$ cat src/lin_mode_cfg.svh
// offsets, bit positions, reset values and counts for the LIN-mode block
`ifndef LIN_MODE_CFG_SVH
`define LIN_MODE_CFG_SVH

`define OFS_STATUS 5'h00
`define OFS_CTRL2 5'h04
`define OFS_CTRL3 5'h08
`define OFS_MANT 5'h0c
`define OFS_RXPRE 5'h10
`define OFS_TXPRE 5'h14

`define CR2_MUTE 1
`define CR2_BRK 0
`define CR3_DUM 7
`define CR3_LINE 6
`define CR3_SLV 5
`define CR3_ASE 4
`define CR3_HDM 3
`define CR3_HIE 2
`define CR3_HDF 1
`define CR3_SYNCH 0
`define ST_RXFULL 5

`define REG_RESET 8'h00
`define BRK_SLAVE_BITS 11
`define BRK_MASTER_BITS 13
`define BRK_SCI_BITS 10
`define OVERSAMPLE 16
`define QTR_PER_BIT 4
`define HDR_MAX_BITS 57
`define HL_BREAK 8'hff
`define HL_TIMEOUT 8'h00
`define SYNC_EDGES 5

`endif

$ cat src/lin_mode_pkg.sv
// types shared by the LIN-mode block
package lin_mode_pkg;

   typedef enum logic [1:0] {
      HDR_IDLE = 2'b00,
      HDR_SYNCH = 2'b01,
      HDR_IDENT = 2'b10
   } hdr_state_t;

   typedef enum logic {
      BRK_IDLE = 1'b0,
      BRK_LOW = 1'b1
   } brk_state_t;

endpackage

$ cat src/frac_baud_gen.sv
// fractional divider: one sample tick per divider/16 clocks, bit tick per 16
`timescale 1ns/100ps
`include "lin_mode_cfg.svh"
module frac_baud_gen
#(
   parameter int DIV_W = 12
)
(
   input logic clk,
   input logic rst_b,
   input logic en,
   input logic [DIV_W-1:0] divider,
   output logic sample_tick_q,
   output logic bit_tick_q
);
   logic [DIV_W:0] acc_q;
   logic [DIV_W:0] acc_d;
   logic [3:0] sub_q;

   // divider is in 1/16 units, so adding 16 per clock gives one tick per divider/16
   assign acc_d = acc_q + (DIV_W+1)'(`OVERSAMPLE);

   always_ff @(posedge clk or negedge rst_b)
   begin
      if (!rst_b)
      begin
         acc_q <= '0;
         sample_tick_q <= 1'b0;
      end
      else if (!en)
      begin
         acc_q <= '0;
         sample_tick_q <= 1'b0;
      end
      else if (acc_d >= {1'b0, divider})
      begin
         acc_q <= acc_d - {1'b0, divider};
         sample_tick_q <= 1'b1;
      end
      else
      begin
         acc_q <= acc_d;
         sample_tick_q <= 1'b0;
      end
   end

   always_ff @(posedge clk or negedge rst_b)
   begin
      if (!rst_b)
      begin
         sub_q <= 4'h0;
         bit_tick_q <= 1'b0;
      end
      else
      begin
         if (sample_tick_q)
         begin
            sub_q <= sub_q + 4'h1;
         end
         bit_tick_q <= sample_tick_q && (sub_q == 4'hf);
      end
   end
endmodule // frac_baud_gen

$ cat src/break_sender.sv
// holds the line low for a given number of bit times
`timescale 1ns/100ps
module break_sender
   import lin_mode_pkg::*;
(
   input logic clk,
   input logic rst_b,
   input logic start,
   input logic bit_tick,
   input logic [3:0] bits,
   output logic busy_q
);
   brk_state_t state_q;
   logic [3:0] cnt_q;
   logic armed_q;

   always_ff @(posedge clk or negedge rst_b)
   begin
      if (!rst_b)
      begin
         state_q <= BRK_IDLE;
         cnt_q <= 4'h0;
         armed_q <= 1'b0;
      end
      else
      begin
         case (state_q)
            BRK_IDLE:
            begin
               if (start)
               begin
                  state_q <= BRK_LOW;
                  cnt_q <= bits;
                  armed_q <= 1'b0;
               end
            end
            BRK_LOW:
            begin
               if (bit_tick && !armed_q)
               begin
                  armed_q <= 1'b1;
               end
               else if (bit_tick)
               begin
                  cnt_q <= cnt_q - 4'h1;
                  if (cnt_q == 4'h1)
                  begin
                     state_q <= BRK_IDLE;
                  end
               end
            end
            default:
            begin
               state_q <= BRK_IDLE;
            end
         endcase
      end
   end

   // low only from a bit boundary, so the break is whole bit times long
   assign busy_q = (state_q == BRK_LOW) && armed_q;
endmodule // break_sender

$ cat src/lin_mode_control.sv
// LIN-mode control: register slave, break send, header and synch tracking
//
// The placing of the registers and the Avalon-MM register port were decided locally.
`timescale 1ns/100ps
`include "lin_mode_cfg.svh"
module lin_mode_control
   import lin_mode_pkg::*;
#(
   parameter int SYNC_CNT_W = 16
)
(
   input logic clk,
   input logic rst_b,
   input logic [4:0] address,
   input logic read,
   input logic write,
   input logic [31:0] writedata,
   input logic [3:0] byteenable,
   output logic [31:0] readdata,
   output logic waitrequest,
   input logic rx_pin,
   input logic rx_full_flag,
   input logic tx_data_in,
   input logic tx_busy_in,
   input logic wake_in,
   output logic tx_pin,
   output logic mute_control,
   output logic slave_mode,
   output logic header_irq,
   output logic sample_tick
);
   localparam logic [7:0] BRK_SAMPLES = 8'(`BRK_SLAVE_BITS * `OVERSAMPLE);
   localparam logic [7:0] QTR_MAX = 8'(`HDR_MAX_BITS * `QTR_PER_BIT);
   localparam logic [7:0] QTR_AT_BRK = 8'(`BRK_SLAVE_BITS * `QTR_PER_BIT);

   function automatic logic [7:0] hdr_code(input logic [7:0] qtr);
      return QTR_MAX - qtr;
   endfunction

   logic waitrequest_q;
   logic [31:0] readdata_q;
   logic [7:0] rd_mux;
   logic wr_go;
   logic rd_go;
   logic sel_st;
   logic sel2;
   logic sel3;
   logic sel_mant;
   logic sel_rxp;
   logic sel_txp;
   logic [7:0] wd;

   logic [5:0] ctrl2_hi_q;
   logic mute_q;
   logic brk_q;
   logic brk_pend_q;
   logic dum_q;
   logic line_q;
   logic slv_q;
   logic ase_q;
   logic hdm_q;
   logic hie_q;
   logic hdf_q;
   logic synch_state_q;
   logic arm_q;
   logic slave;

   logic [7:0] mant_q;
   logic [3:0] frac_q;
   logic [11:0] eff_div_q;
   logic [7:0] brr_q;
   logic [7:0] erpr_q;
   logic [7:0] etpr_q;
   logic [7:0] hl_q;

   logic rxf_q;
   logic rxf_rise;
   logic rx_prev_q;
   logic rx_fall;
   logic [7:0] low_cnt_q;
   logic brk_det;
   hdr_state_t hdr_q;
   logic [7:0] qtr_q;
   logic [1:0] qsub_q;
   logic timeout;
   logic sync_done;
   logic id_done;
   logic hdr_set;
   logic synch_sw_clr;
   logic [2:0] edge_q;
   logic [SYNC_CNT_W-1:0] sc_q;
   logic autosync_load;
   logic wake;

   logic bit_tick;
   logic samp;
   logic brk_start;
   logic brk_busy;
   logic tx_q;
   logic mute_out_q;
   logic slave_out_q;
   logic irq_q;

   assign readdata = readdata_q;
   assign waitrequest = waitrequest_q;
   assign tx_pin = tx_q;
   assign mute_control = mute_out_q;
   assign slave_mode = slave_out_q;
   assign header_irq = irq_q;

   assign slave = line_q & slv_q;
   assign wd = writedata[7:0];

   // one wait state: request taken when waitrequest is low
   assign wr_go = write & ~waitrequest_q & byteenable[0];
   assign rd_go = read & ~waitrequest_q;

   always_ff @(posedge clk or negedge rst_b)
   begin
      if (!rst_b)
      begin
         waitrequest_q <= 1'b1;
      end
      else
      begin
         waitrequest_q <= ~((read | write) & waitrequest_q);
      end
   end

   always_comb
   begin
      sel_st = 1'b0;
      sel2 = 1'b0;
      sel3 = 1'b0;
      sel_mant = 1'b0;
      sel_rxp = 1'b0;
      sel_txp = 1'b0;
      if (address == `OFS_STATUS)
      begin
         sel_st = 1'b1;
      end
      else if (address == `OFS_CTRL2)
      begin
         sel2 = 1'b1;
      end
      else if (address == `OFS_CTRL3)
      begin
         sel3 = 1'b1;
      end
      else if (address == `OFS_MANT)
      begin
         sel_mant = 1'b1;
      end
      else if (address == `OFS_RXPRE)
      begin
         sel_rxp = 1'b1;
      end
      else if (address == `OFS_TXPRE)
      begin
         sel_txp = 1'b1;
      end
   end

   always_comb
   begin
      rd_mux = 8'h00;
      if (sel_st)
      begin
         rd_mux[`ST_RXFULL] = rx_full_flag;
      end
      else if (sel2)
      begin
         rd_mux = {ctrl2_hi_q, mute_q, brk_q};
      end
      else if (sel3)
      begin
         rd_mux = {dum_q, line_q, slv_q, ase_q, hdm_q, hie_q, hdf_q, synch_state_q};
      end
      else if (sel_mant)
      begin
         rd_mux = slave ? eff_div_q[11:4] : brr_q;
      end
      else if (sel_rxp)
      begin
         if (!slave)
         begin
            rd_mux = erpr_q;
         end
         else if (ase_q | hdm_q)
         begin
            rd_mux = hl_q;
         end
      end
      else if (sel_txp)
      begin
         rd_mux = slave ? {4'h0, eff_div_q[3:0]} : etpr_q;
      end
   end

   always_ff @(posedge clk or negedge rst_b)
   begin
      if (!rst_b)
      begin
         readdata_q <= 32'h0000_0000;
      end
      else if (read & waitrequest_q)
      begin
         readdata_q <= {24'h00_0000, rd_mux};
      end
   end

   // control two
   assign wake = slave ? hdr_set : wake_in;

   always_ff @(posedge clk or negedge rst_b)
   begin
      if (!rst_b)
      begin
         ctrl2_hi_q <= 6'h00;
         brk_q <= 1'b0;
         mute_q <= 1'b0;
      end
      else
      begin
         if (wr_go && sel2)
         begin
            ctrl2_hi_q <= wd[7:2];
            brk_q <= wd[`CR2_BRK];
         end
         if (wake)
         begin
            mute_q <= 1'b0;
         end
         else if (wr_go && sel2 && !(slave && rx_full_flag))
         begin
            mute_q <= wd[`CR2_MUTE];
         end
      end
   end

   // a set that is cleared before the word ends still leaves one break owed
   always_ff @(posedge clk or negedge rst_b)
   begin
      if (!rst_b)
      begin
         brk_pend_q <= 1'b0;
      end
      else if (wr_go && sel2 && wd[`CR2_BRK] && !slave)
      begin
         brk_pend_q <= 1'b1;
      end
      else if (brk_start)
      begin
         brk_pend_q <= 1'b0;
      end
   end

   assign brk_start = !slave && (brk_q || brk_pend_q) && !tx_busy_in && !brk_busy;

   // control three
   always_ff @(posedge clk or negedge rst_b)
   begin
      if (!rst_b)
      begin
         line_q <= 1'b0;
         slv_q <= 1'b0;
         ase_q <= 1'b0;
         hdm_q <= 1'b0;
         hie_q <= 1'b0;
      end
      else if (wr_go && sel3)
      begin
         line_q <= wd[`CR3_LINE];
         slv_q <= wd[`CR3_SLV];
         ase_q <= wd[`CR3_ASE];
         hdm_q <= wd[`CR3_HDM];
         hie_q <= wd[`CR3_HIE];
      end
   end

   always_ff @(posedge clk or negedge rst_b)
   begin
      if (!rst_b)
      begin
         dum_q <= 1'b0;
      end
      else if (wr_go && sel3)
      begin
         dum_q <= wd[`CR3_DUM];
      end
      else if (rxf_rise)
      begin
         dum_q <= 1'b0;
      end
   end

   // status access arms the flag clear; the set wins over the clear
   always_ff @(posedge clk or negedge rst_b)
   begin
      if (!rst_b)
      begin
         arm_q <= 1'b0;
      end
      else if ((rd_go || wr_go) && sel_st)
      begin
         arm_q <= 1'b1;
      end
      else if (rd_go && sel3)
      begin
         arm_q <= 1'b0;
      end
   end

   always_ff @(posedge clk or negedge rst_b)
   begin
      if (!rst_b)
      begin
         hdf_q <= 1'b0;
      end
      else if (hdr_set)
      begin
         hdf_q <= 1'b1;
      end
      else if (rd_go && sel3 && arm_q)
      begin
         hdf_q <= 1'b0;
      end
   end

   assign synch_sw_clr = wr_go && sel3 && !wd[`CR3_SYNCH];

   always_ff @(posedge clk or negedge rst_b)
   begin
      if (!rst_b)
      begin
         synch_state_q <= 1'b0;
      end
      else if (brk_det)
      begin
         synch_state_q <= 1'b1;
      end
      else if (sync_done || timeout || synch_sw_clr)
      begin
         synch_state_q <= 1'b0;
      end
   end

   // divider: pending values and the effective one
   always_ff @(posedge clk or negedge rst_b)
   begin
      if (!rst_b)
      begin
         mant_q <= `REG_RESET;
         frac_q <= 4'h0;
         brr_q <= `REG_RESET;
         erpr_q <= `REG_RESET;
         etpr_q <= `REG_RESET;
      end
      else if (wr_go && slave)
      begin
         if (sel_mant)
         begin
            mant_q <= wd;
         end
         if (sel_txp)
         begin
            frac_q <= wd[3:0];
         end
      end
      else if (wr_go)
      begin
         if (sel_mant)
         begin
            brr_q <= wd;
         end
         if (sel_rxp)
         begin
            erpr_q <= wd;
         end
         if (sel_txp)
         begin
            etpr_q <= wd;
         end
      end
   end

   always_ff @(posedge clk or negedge rst_b)
   begin
      if (!rst_b)
      begin
         eff_div_q <= 12'h000;
      end
      else if (autosync_load)
      begin
         eff_div_q <= 12'(sc_q >> 3);
      end
      else if (wr_go && slave && sel_mant && !dum_q)
      begin
         eff_div_q <= {wd, frac_q};
      end
      else if (rxf_rise && slave && dum_q)
      begin
         eff_div_q <= {mant_q, frac_q};
      end
   end

   frac_baud_gen #(
      .DIV_W(12)
   ) u_baud (
      .clk(clk),
      .rst_b(rst_b),
      .en(eff_div_q[11:4] != 8'h00),
      .divider(eff_div_q),
      .sample_tick_q(samp),
      .bit_tick_q(bit_tick)
   );

   break_sender u_brk (
      .clk(clk),
      .rst_b(rst_b),
      .start(brk_start),
      .bit_tick(bit_tick),
      .bits(line_q ? 4'(`BRK_MASTER_BITS) : 4'(`BRK_SCI_BITS)),
      .busy_q(brk_busy)
   );

   // receive side: edges, break detection, header walk
   assign rxf_rise = rx_full_flag & ~rxf_q;
   assign rx_fall = rx_prev_q & ~rx_pin;

   always_ff @(posedge clk or negedge rst_b)
   begin
      if (!rst_b)
      begin
         rxf_q <= 1'b0;
         rx_prev_q <= 1'b1;
         low_cnt_q <= 8'h00;
      end
      else
      begin
         rxf_q <= rx_full_flag;
         rx_prev_q <= rx_pin;
         if (rx_pin)
         begin
            low_cnt_q <= 8'h00;
         end
         else if (samp && low_cnt_q != BRK_SAMPLES)
         begin
            low_cnt_q <= low_cnt_q + 8'h01;
         end
      end
   end

   assign brk_det = slave && samp && !rx_pin && low_cnt_q == BRK_SAMPLES - 8'h01;
   assign timeout = (hdr_q != HDR_IDLE) && qtr_q >= QTR_MAX;
   assign autosync_load = ase_q && slave && hdr_q == HDR_SYNCH && rx_fall
      && edge_q == 3'(`SYNC_EDGES - 1);
   assign sync_done = hdr_q == HDR_SYNCH && (ase_q ? autosync_load : rxf_rise);
   assign id_done = hdr_q == HDR_IDENT && rxf_rise;
   assign hdr_set = (brk_det && !hdm_q) || (slave && id_done && hdm_q);

   always_ff @(posedge clk or negedge rst_b)
   begin
      if (!rst_b)
      begin
         hdr_q <= HDR_IDLE;
      end
      else if (brk_det)
      begin
         hdr_q <= HDR_SYNCH;
      end
      else if (timeout || !slave)
      begin
         hdr_q <= HDR_IDLE;
      end
      else
      begin
         case (hdr_q)
            HDR_SYNCH:
            begin
               if (synch_sw_clr)
               begin
                  hdr_q <= HDR_IDLE;
               end
               else if (sync_done)
               begin
                  hdr_q <= HDR_IDENT;
               end
            end
            HDR_IDENT:
            begin
               if (id_done)
               begin
                  hdr_q <= HDR_IDLE;
               end
            end
            default:
            begin
               hdr_q <= HDR_IDLE;
            end
         endcase
      end
   end

   // auto-sync: clock cycles from first to fifth falling edge span 8 bits
   always_ff @(posedge clk or negedge rst_b)
   begin
      if (!rst_b)
      begin
         edge_q <= 3'h0;
         sc_q <= '0;
      end
      else if (hdr_q != HDR_SYNCH || !ase_q)
      begin
         edge_q <= 3'h0;
         sc_q <= '0;
      end
      else
      begin
         if (rx_fall)
         begin
            edge_q <= edge_q + 3'h1;
         end
         if (edge_q != 3'h0 && sc_q != '1)
         begin
            sc_q <= sc_q + 1'b1;
         end
      end
   end

   // header duration counted in quarter bits, break already 11 bits long
   always_ff @(posedge clk or negedge rst_b)
   begin
      if (!rst_b)
      begin
         qtr_q <= 8'h00;
         qsub_q <= 2'h0;
      end
      else if (brk_det)
      begin
         qtr_q <= QTR_AT_BRK;
         qsub_q <= 2'h0;
      end
      else if (hdr_q != HDR_IDLE && samp)
      begin
         qsub_q <= qsub_q + 2'h1;
         if (qsub_q == 2'h3)
         begin
            qtr_q <= qtr_q + 8'h01;
         end
      end
   end

   always_ff @(posedge clk or negedge rst_b)
   begin
      if (!rst_b)
      begin
         hl_q <= `REG_RESET;
      end
      else if (brk_det)
      begin
         hl_q <= `HL_BREAK;
      end
      else if (timeout)
      begin
         hl_q <= `HL_TIMEOUT;
      end
      else if (slave && id_done && hdm_q)
      begin
         hl_q <= hdr_code(qtr_q);
      end
   end

   // registered outputs
   always_ff @(posedge clk or negedge rst_b)
   begin
      if (!rst_b)
      begin
         tx_q <= 1'b1;
         mute_out_q <= 1'b0;
         slave_out_q <= 1'b0;
         irq_q <= 1'b0;
         sample_tick <= 1'b0;
      end
      else
      begin
         tx_q <= brk_busy ? 1'b0 : tx_data_in;
         mute_out_q <= mute_q;
         slave_out_q <= slave;
         irq_q <= slave && hie_q && hdf_q;
         sample_tick <= samp;
      end
   end
endmodule // lin_mode_control

$ cat config.mk
export PLATFORM = sky130hd
export DESIGN_NAME = lin_mode_control
export DESIGN_NICKNAME = d
export VERILOG_FILES = /design/src/lin_mode_pkg.sv /design/src/frac_baud_gen.sv /design/src/break_sender.sv /design/src/lin_mode_control.sv
export VERILOG_INCLUDE_DIRS = /design/src
export SDC_FILE = /design/constraint.sdc
export NUM_CORES = 1
export LEC_CHECK = 0
export ABC_AREA = 1
export CAP_MARGIN = 30
export CORE_MARGIN = 3
export CORE_UTILIZATION = 59
export DETAILED_ROUTE_END_ITERATION = 8
export DONT_BUFFER_PORTS = 1
export PLACE_DENSITY = 0.75
export SLEW_MARGIN = 20
export SYNTH_ARGS = -nofsm -noshare
export SYNTH_HDL_FRONTEND = slang
export SYNTH_SLANG_ARGS = --single-unit
$ cat constraint.sdc
create_clock -name clk -period 5.9 [get_ports clk]
set_input_delay 0.295 -clock clk [delete_from_list [all_inputs] [get_ports clk]]
set_output_delay 0.295 -clock clk [all_outputs]
set_load 0.02 [all_outputs]
==> run summary, run 1 <==
The run finished with clean final reports. In this run the standard cell core region covers 14700 um2. From synthesis to final layout, the design area changed by 8.11%.

The width of the die came out at 129 um. The final count of hold timing violations is 0. The final non-filler cell area came out at 9690 um2.

For this run, the number of Yosys warnings is 0. The worst register-to-register path has a depth of 6. CTS placed an instance of sky130_fd_sc_hd__clkbuf_16 at the clock tree root. The worst-case hold path end point is hdm_q. The total power after layout came out at 3.44 mW. The clock passes through at most 2 buffers. After synthesis the cells add up to 8960 um2. The max-slew violation total from the final report was 0. The number of global-route vias before repair is 7239. The tree built by TritonCTS fans out to 154 sinks. STA classifies the critical path startpoint as a register. The analysis attributes to cell leakage a power of 4.74 nW. The worst setup path is captured at a register. The placement-stage worst setup slack is 3070 ps. Once placement finished, the instance area stood at 8950 um2. Summed over all layers, the routed wires come to 21500 um. The area share of the largest cell type after synthesis is 42.2%. The detailed router finished its first iteration with 835 violations. The critical path is of the register to register type. In this run the power density over the cells is 356 nW/um2. The fraction of the cycle the final worst path needs is 49.0%.

TritonCTS built the clock tree. Setup repair after global routing left no endpoint under its margin. The global-route wire length before repair came out at 35800 um.

The area of the die came out at 16700 um2. The number of primary I/O pins is 88. The number of antenna diodes in the final layout is 0. The terminus of the critical flop-to-flop path is eff_div_q[3]. The required time at the endpoint of the critical path came out at 6200 ps. In this run the most critical hold path is launched from writedata[3].

The post-DP HPWL came out at 15200 um. The data arrival time at the worst-slack endpoint came out at 3190 ps. The average routed wire per standard cell came out at 15.6 um. The iteration count of the initial detailed-routing pass is 8. Input and output buffers added on the ports amount to 0. The transition time at the pin with the least slew margin is 874 ps. The maximum fanout along the worst path is 31. Based on the critical path, the design can be clocked at up to 346 MHz. Global routing finished with a remaining overflow of 0. The total of fill cells in the finished design is 1253. TritonCTS created 17 clock buffers. The tool flagged a number of max-cap violations equal to 0.

The storage element area came out at 3860 um2. In this run the mean area of a mapped cell was 7.63 um2. The flop and latch count out of synthesis came out at 154. The global routing usage summed across all routing layers is 27.2%.

The number of setup violations in the final report is 0. The beginning of the worst register-to-register path is slv_q. The number of nets still failing antenna checks after routing is 0.

The floorplan has 44 rows. The largest vdd supply drop came out at 0.000211 V. The die extent in y is 129 um. The DRC violation count after routing is 0.

The worst hold path belongs to the class input pin to register. By area the synthesized netlist is led by sky130_fd_sc_hd__dfrtp_1 (42%), sky130_fd_sc_hd__nand2_1 (14%), sky130_fd_sc_hd__inv_1 (5.8%). Sequential cells were found to cover 43.0% of the synthesized design area. The source-to-sink clock delay at the later pin of the worst-skew pair is 430 ps.

The least setup slack across all paths after layout came out at 3010 ps. The average vias per placed instance came out at 5.51. The number of standard cells after synthesis came out at 1174. The largest net degree at the start of global routing is 155. The number of antenna violations at the first check in global routing came out at 1. The clock transition at the register clock pins on the worst setup and hold paths after CTS came out at 60 ps. Once the floorplan was initialized, standard cells occupied 61.0% of the core.

At the end of routability-driven placement, the weighted congestion stood at 0.952. The max-slew headroom at the worst pin came out at 41.7%. The setup TNS is 0 ps. The post-layout net count came out at 1255.

The CTS H-tree depth is 4. The share of final-layout standard cells stronger than drive strength 1 came out at 8.80%. The area of the multi-input gates came out at 4290 um2. The worst setup skew after layout is 8.56 ps. The minimum setup slack among reg-to-reg paths came out at 3010 ps.

For the finished layout, the period the worst path requires is 2890 ps. In this run the post-CTS setup repair buffer count came out at 0. The routed layout has 7589 vias. The count of unique library cells instantiated by Yosys came out at 43. The cell type contributing the most total cell area after synthesis is sky130_fd_sc_hd__dfrtp_1. The cell depth of the worst hold path came out at 2.
-- timing repair --
item	CTS	global route
endpoints found under the setup margin	0	0
gates resized for setup	0	0
hold endpoints to repair	161	0
hold buffers	10	0
-- per-layer routing --
layer	part of all wire [%]	GRT usage (%)	wire [um]
met1	45	37.5	9680
met2	46	42.7	9800
met3	6.5	5.89	1400
met4	2.8	9.88	596
met5	0.033	0	7
-- area by class of cell --
type	instances	share of cell area [%]
Multi-Input combinational cell	844	44.3
Sequential cell	154	39.8
Inverter	153	5.93
Clock buffer	19	4.57
Tap cell	184	2.38
Clock inverter	13	1.81
Timing Repair Buffer	10	1.21
-- logic make-up after synthesis --
logic type | synth area share (%)
multiplexers | 0.126
adder cells (fa/ha/maj) | 3.57
AO/OA/AOI/OAI | 10.9
flip-flops | 43.0
XOR/XNOR | 2.35
AND/OR/NAND/NOR | 30.0
buffers and inverters | 10.0
other | 0.0418
-- through the flow --
stage	utilization (%)	cells	hold slack (ps)
6_report	65.9	1377	13.1
5_1_grt	65.9	1377	11.0
4_1_cts	65.9	1377	0.867
3_5_place_dp	60.9	1335	2.76
3_3_place_gp	60.9	1335	2.72
2_1_floorplan	-	1197	-0.591
-- registers in the layout (all words and copies together) (netlist names), 3 cells and up --
| name | flops |
|---|---|
| sc_q | 16 |
| u_baud.acc_q | 13 |
| eff_div_q | 12 |
| brr_q | 8 |
| erpr_q | 8 |
| etpr_q | 8 |
| hl_q | 8 |
| low_cnt_q | 8 |
| mant_q | 8 |
| qtr_q | 8 |
| readdata | 8 |
| ctrl2_hi_q | 6 |
| frac_q | 4 |
| u_baud.sub_q | 4 |
| u_brk.cnt_q | 4 |
| edge_q | 3 |
-- placed cells by master (no fill, tap or decap), drive strengths merged --
master       count
o21bai           2
nand3           92
a31oi            3
mux2             1
or2              5
o21ai          125
bufinv           4
xor2            19
nand4           26
clkbuf          19
nor2            85
dfstp            3
a211oi           1
dlygate4sd3      9
nor3            28
clkinv           6
dfrtp          151
ha              24
nor4             2
a21oi           33
nand3b           5
fa               1
o211ai          12
buf              1
o31ai            2
nand2          347
a22oi            2
xnor2            5
clkinvlp         4
inv            152
conb            24
-- worst max-delay path, stage by stage, from the launching register on --
cell and delay, ps:
sky130_fd_sc_hd__dfrtp_1 410, sky130_fd_sc_hd__nand2_2 560, sky130_fd_sc_hd__inv_1 630, sky130_fd_sc_hd__nand3_1 300, sky130_fd_sc_hd__nand3_2 440, sky130_fd_sc_hd__o211ai_1 300, sky130_fd_sc_hd__o21ai_1 110
-- power breakdown --
group          switching [mW]  leakage, nW  internal, mW
sequential             0.0996         1.96          1.18
combinational           0.651         2.49         0.358
clock                   0.440        0.295         0.714
-- how the worst max path moves through the flow --
stage	cells after the start	slack, ps	endpoint	start
after floorplan	14	3730	u_baud.acc_q[10]	u_baud.acc_q[4]
after global placement	6	3110	eff_div_q[3]	slv_q
after detailed placement	6	3070	eff_div_q[3]	slv_q
after CTS	6	3080	eff_div_q[3]	slv_q
after global routing	6	2830	eff_div_q[0]	slv_q
final	6	3010	eff_div_q[3]	slv_q
-- cells in the mapped netlist (all sizes together) --
library cell and instances:
nand2 347, inv 152, dfrtp 151, o21ai 125, nand3 92, nor2 85, buf 42, a21oi 33
nor3 28, nand4 26, ha 24, xor2 19, o211ai 12, nand3b 5, or2 5, xnor2 5
clkbuf 4, a31oi 3, dfstp 3, a22oi 2, nor4 2, o21bai 2, o31ai 2, a211oi 1
clkinv 1, conb 1, fa 1, mux2 1
No activity file was read; power rests on OpenSTA's default activity.
==> run 2, diff against run 1 <==
==> constraint.sdc (replaced) <==
create_clock -name clk -period 2.8 [get_ports clk]
set_input_delay 0.14 -clock clk [delete_from_list [all_inputs] [get_ports clk]]
set_output_delay 0.14 -clock clk [all_outputs]
set_load 0.02 [all_outputs]
==> run 2 against run 1 <==
Effect of this change: the run now ends with hold timing left; global-route usage decreased by 0.40 points; die area is the same; non-clock buffer count grew 9; fmax up 14%; cell count is 0.65% higher; sequential cell count did not move; sequential share of layout area decreased by 0.21 points; routed wire length increased by 1.1%; critical path depth grew 8; clock power rose by 110%; hold slack worse by 600 ps; final area increased by 0.53%; critical endpoint is now u_baud.acc_q[1].
==> run summary, run 2 (synthesis results as in run 1) <==
The average routed wire per standard cell came to 15.7 um (was 15.6 um). The max-cap check violation count is 0 (unchanged). The checks that failed: hold timing.

The number of buffer cells added on primary ports was 0 (unchanged). The final antenna diode count came out at 0 (unchanged). The setup TNS came out at 0 ps (unchanged).

The portion of total power attributed to the clock network came out at 33.1% (was 33.5%). The die extent in y is 129 um (unchanged). The area of placed instances is 9000 um2 (was 8950 um2).

The average vias per placed instance came to 5.51 (about the same). The maximum frequency from static timing analysis is 395 MHz (was 346 MHz). The fraction of the cycle the final worst path needs came to 90.4% (was 49.0%). The number of flip-flops in the largest register is 16 (unchanged). The routed wire length is 21700 um (was 21500 um). The met2 wire length is 10200 um (was 9800 um). The total of fill cells in the finished design came out at 1273 (was 1253). The register with the most flip-flops is sc_q (unchanged). The number of nets still failing antenna checks after routing came out at 0 (unchanged). The required time at the endpoint of the critical path is 3100 ps (was 6200 ps).

Sequence of cells on the critical path: nand3_1, nor2_1, nand2_1, xor2_1, inv_1, ha_1, nand2_1, nor2_1, nand3_1, nand2_1, nor2_4, nand2_4, nand3_1, nand2_1 (was nand2_2, inv_1, nand3_1, nand3_2, o211ai_1, o21ai_1). The class of the most critical hold timing path is input pin to asynchronous set/reset pin (was input pin to register). The overflow left after global routing came out at 0 (unchanged). The global-route wire length before repair came out at 35100 um (was 35800 um). The worst setup skew after layout came out at 11.4 ps (was 8.56 ps). The post-cts hold buffer count came out at 13 (was 10). The DRC violation count after routing is 0 (unchanged). The detailed router's first-iteration violation count is 645 (was 835). RSZ-0062 raised after global routing: no (unchanged). The routed length on met1 came out at 9690 um (was 9680 um).

The data arrival time at the worst-slack endpoint came out at 2830 ps (was 3190 ps). The power dissipated by switching net loads is 2.44 mW (was 1.19 mW). The number of global-route vias before repair came out at 7063 (was 7239). Run status: finished with violations (was completed).

The final non-filler cell area is 9740 um2 (was 9690 um2). The terminus of the critical flop-to-flop path was u_baud.acc_q[1] (was eff_div_q[3]). The count of standard-cell rows came out at 44 (unchanged).

The power share of the sequential group came out at 37.8% (was 37.2%). The share of final-layout standard cells stronger than drive strength 1 was 9.15% (was 8.80%). The post-CTS setup-driven buffer insertion count came out at 0 (unchanged). The clock transition at the register clock pins on the worst setup and hold paths after CTS was 60 ps (about the same). The global routing usage summed across all routing layers was 26.8% (was 27.2%).

The type of element launching the critical path was a register (unchanged). The switching fraction of total power is 34.1% (was 34.5%). The area of the die came to 16700 um2 (unchanged). The area growth from synthesis to layout is 8.68% (was 8.11%).

The post-DP HPWL came out at 15500 um (was 15200 um). The initial cell density of the core is 61.0% (unchanged). The internal power summed over all cells is 4.71 mW (was 2.26 mW). The final count of hold timing violations came out at 154 (was 0).

The cell with the largest stage delay on the worst path is sky130_fd_sc_hd__dfrtp_1 (was sky130_fd_sc_hd__inv_1). The most common cell after layout, fill and taps aside is sky130_fd_sc_hd__nand2_1 (unchanged). The worst stage delay on the critical path was 380 ps (was 630 ps). The maximum fanout along the worst path came to 13 (was 31). The CTS H-tree depth came out at 4 (unchanged). The nature of the critical path endpoint is a register (unchanged).

The met3 wirelength from detailed routing came to 1440 um (was 1400 um). The time the final worst path needs with I/O delays and setup came out at 2530 ps (was 2890 ps). The overall via count from detail_route was 7639 (was 7589). The most numerous cell type found on the critical path is sky130_fd_sc_hd__nand2_1.

The max-slew headroom at the worst pin is 65.4% (was 41.7%). The combinational fraction of design power is 29.1% (was 29.3%). The top metal layer carrying routed signals was met4 (was met5).

The largest net degree at the start of global routing was 155 (unchanged). Regs by FF count: sc_q (16), u_baud.acc_q (13), eff_div_q (12) (unchanged). The power density over cell area came out at 734 nW/um2 (was 356 nW/um2). The number of buffers on the longest clock path came to 2 (unchanged). The post-layout net count was 1264 (was 1255).

Highest-count cells in the layout ignoring fill and taps: sky130_fd_sc_hd__nand2_1 (330), sky130_fd_sc_hd__dfrtp_1 (151), sky130_fd_sc_hd__inv_1 (139) (unchanged). The largest vdd supply drop came out at 0.000446 V (was 0.000211 V). The number of setup violations in the final report is 0 (unchanged). The number of cells traversed by the worst register-to-register path came out at 14 (was 6). The clock tree from TritonCTS is yes (unchanged). The clock buffer count from CTS is 17 (unchanged). The root buffer cell was sky130_fd_sc_hd__clkbuf_16 (unchanged). The width of the die came out at 129 um (unchanged). The source-to-sink clock delay at the later pin of the worst-skew pair is 430 ps (about the same). The core box area is 14700 um2 (unchanged). The number of buffer and inverter instances along the worst setup path came out at 1 (unchanged). The clock sink count came out at 154 (unchanged). The worst-case hold slack was -587 ps (was 13.1 ps). The placer congestion estimate came out at 0.901 (was 0.952). The number of primary I/O pins came out at 88 (unchanged). The total leakage power is 4.78 nW (was 4.74 nW).

The number of antenna violations at the first check in global routing came to 0 (was 1). The max-slew violation total from the final report came out at 0 (unchanged). The family with the most delay on the worst path is simple AND/OR/NAND/NOR gates (unchanged). The path type of the worst setup path is register to register (unchanged). The transition time at the pin with the least slew margin is 519 ps (was 874 ps). The beginning of the worst register-to-register path was u_baud.acc_q[4] (was slv_q). The minimum setup slack among reg-to-reg paths came out at 270 ps (was 3010 ps). The iteration count of the initial detailed-routing pass is 5 (was 8).
[run 2: stage by stage]
| stage | worst slack [ps] | utilization [%] | instances | hold WS [ps] | total power [mW] |
|---|---|---|---|---|---|
| 3_5_place_dp | 257 | 61.2 | 1341 | -152 | 4.77 |
| 6_report | 267 | 66.3 | 1386 | -587 | 7.15 |
| 3_3_place_gp | 339 | 61.2 | 1341 | -152 | 4.73 |
| 4_1_cts | 259 | 66.2 | 1386 | -606 | 7.15 |
| 5_1_grt | 58.2 | 66.3 | 1386 | -608 | 7.62 |
| 2_1_floorplan | 632 | - | 1197 | -156 | 4.39 |
[run 2: routing by layer]
metal	global-route usage, %	vias to the layer above
met1	36.3	3585
li1	-	3788
met2	43.0	238
met3	6.68	28
met5	0	-
met4	7.84	0
[run 2: timing repair]
action,in CTS,in global routing
endpoints found under the hold margin,177,154
endpoints found under the setup margin,0,10
gates resized for setup,0,1
[run 2: layout make-up]
class / instances / area [um2] / area share (%)
Multi-Input combinational cell: 844 / 4300 / 44.1
Sequential cell: 154 / 3860 / 39.6
Inverter: 153 / 574 / 5.90
Clock buffer: 20 / 457 / 4.69
Tap cell: 184 / 230 / 2.36
Timing Repair Buffer: 19 / 175 / 1.80
Clock inverter: 12 / 148 / 1.52
[run 2: worst max-delay path by stage]
stage | start | to | cells past startpoint
2_1_floorplan | u_baud.acc_q[4] | u_baud.acc_q[10] | 14
3_3_place_gp | u_baud.acc_q[4] | u_baud.acc_q[1] | 12
3_5_place_dp | u_baud.acc_q[4] | u_baud.acc_q[10] | 12
4_1_cts | u_baud.acc_q[4] | u_baud.acc_q[10] | 12
5_1_grt | u_baud.acc_q[4] | u_baud.acc_q[7] | 15
6_report | u_baud.acc_q[4] | u_baud.acc_q[1] | 14
[run 2: power groups by stage]
stage                     Combinational [mW]  Sequential, mW  Clock, mW
after floorplan                         1.71            2.69          0
after global placement                  2.00            2.73          0
after detailed placement                2.03            2.74          0
after CTS                               2.06            2.70       2.39
after global routing                    2.39            2.74       2.49
final                                   2.08            2.70       2.36
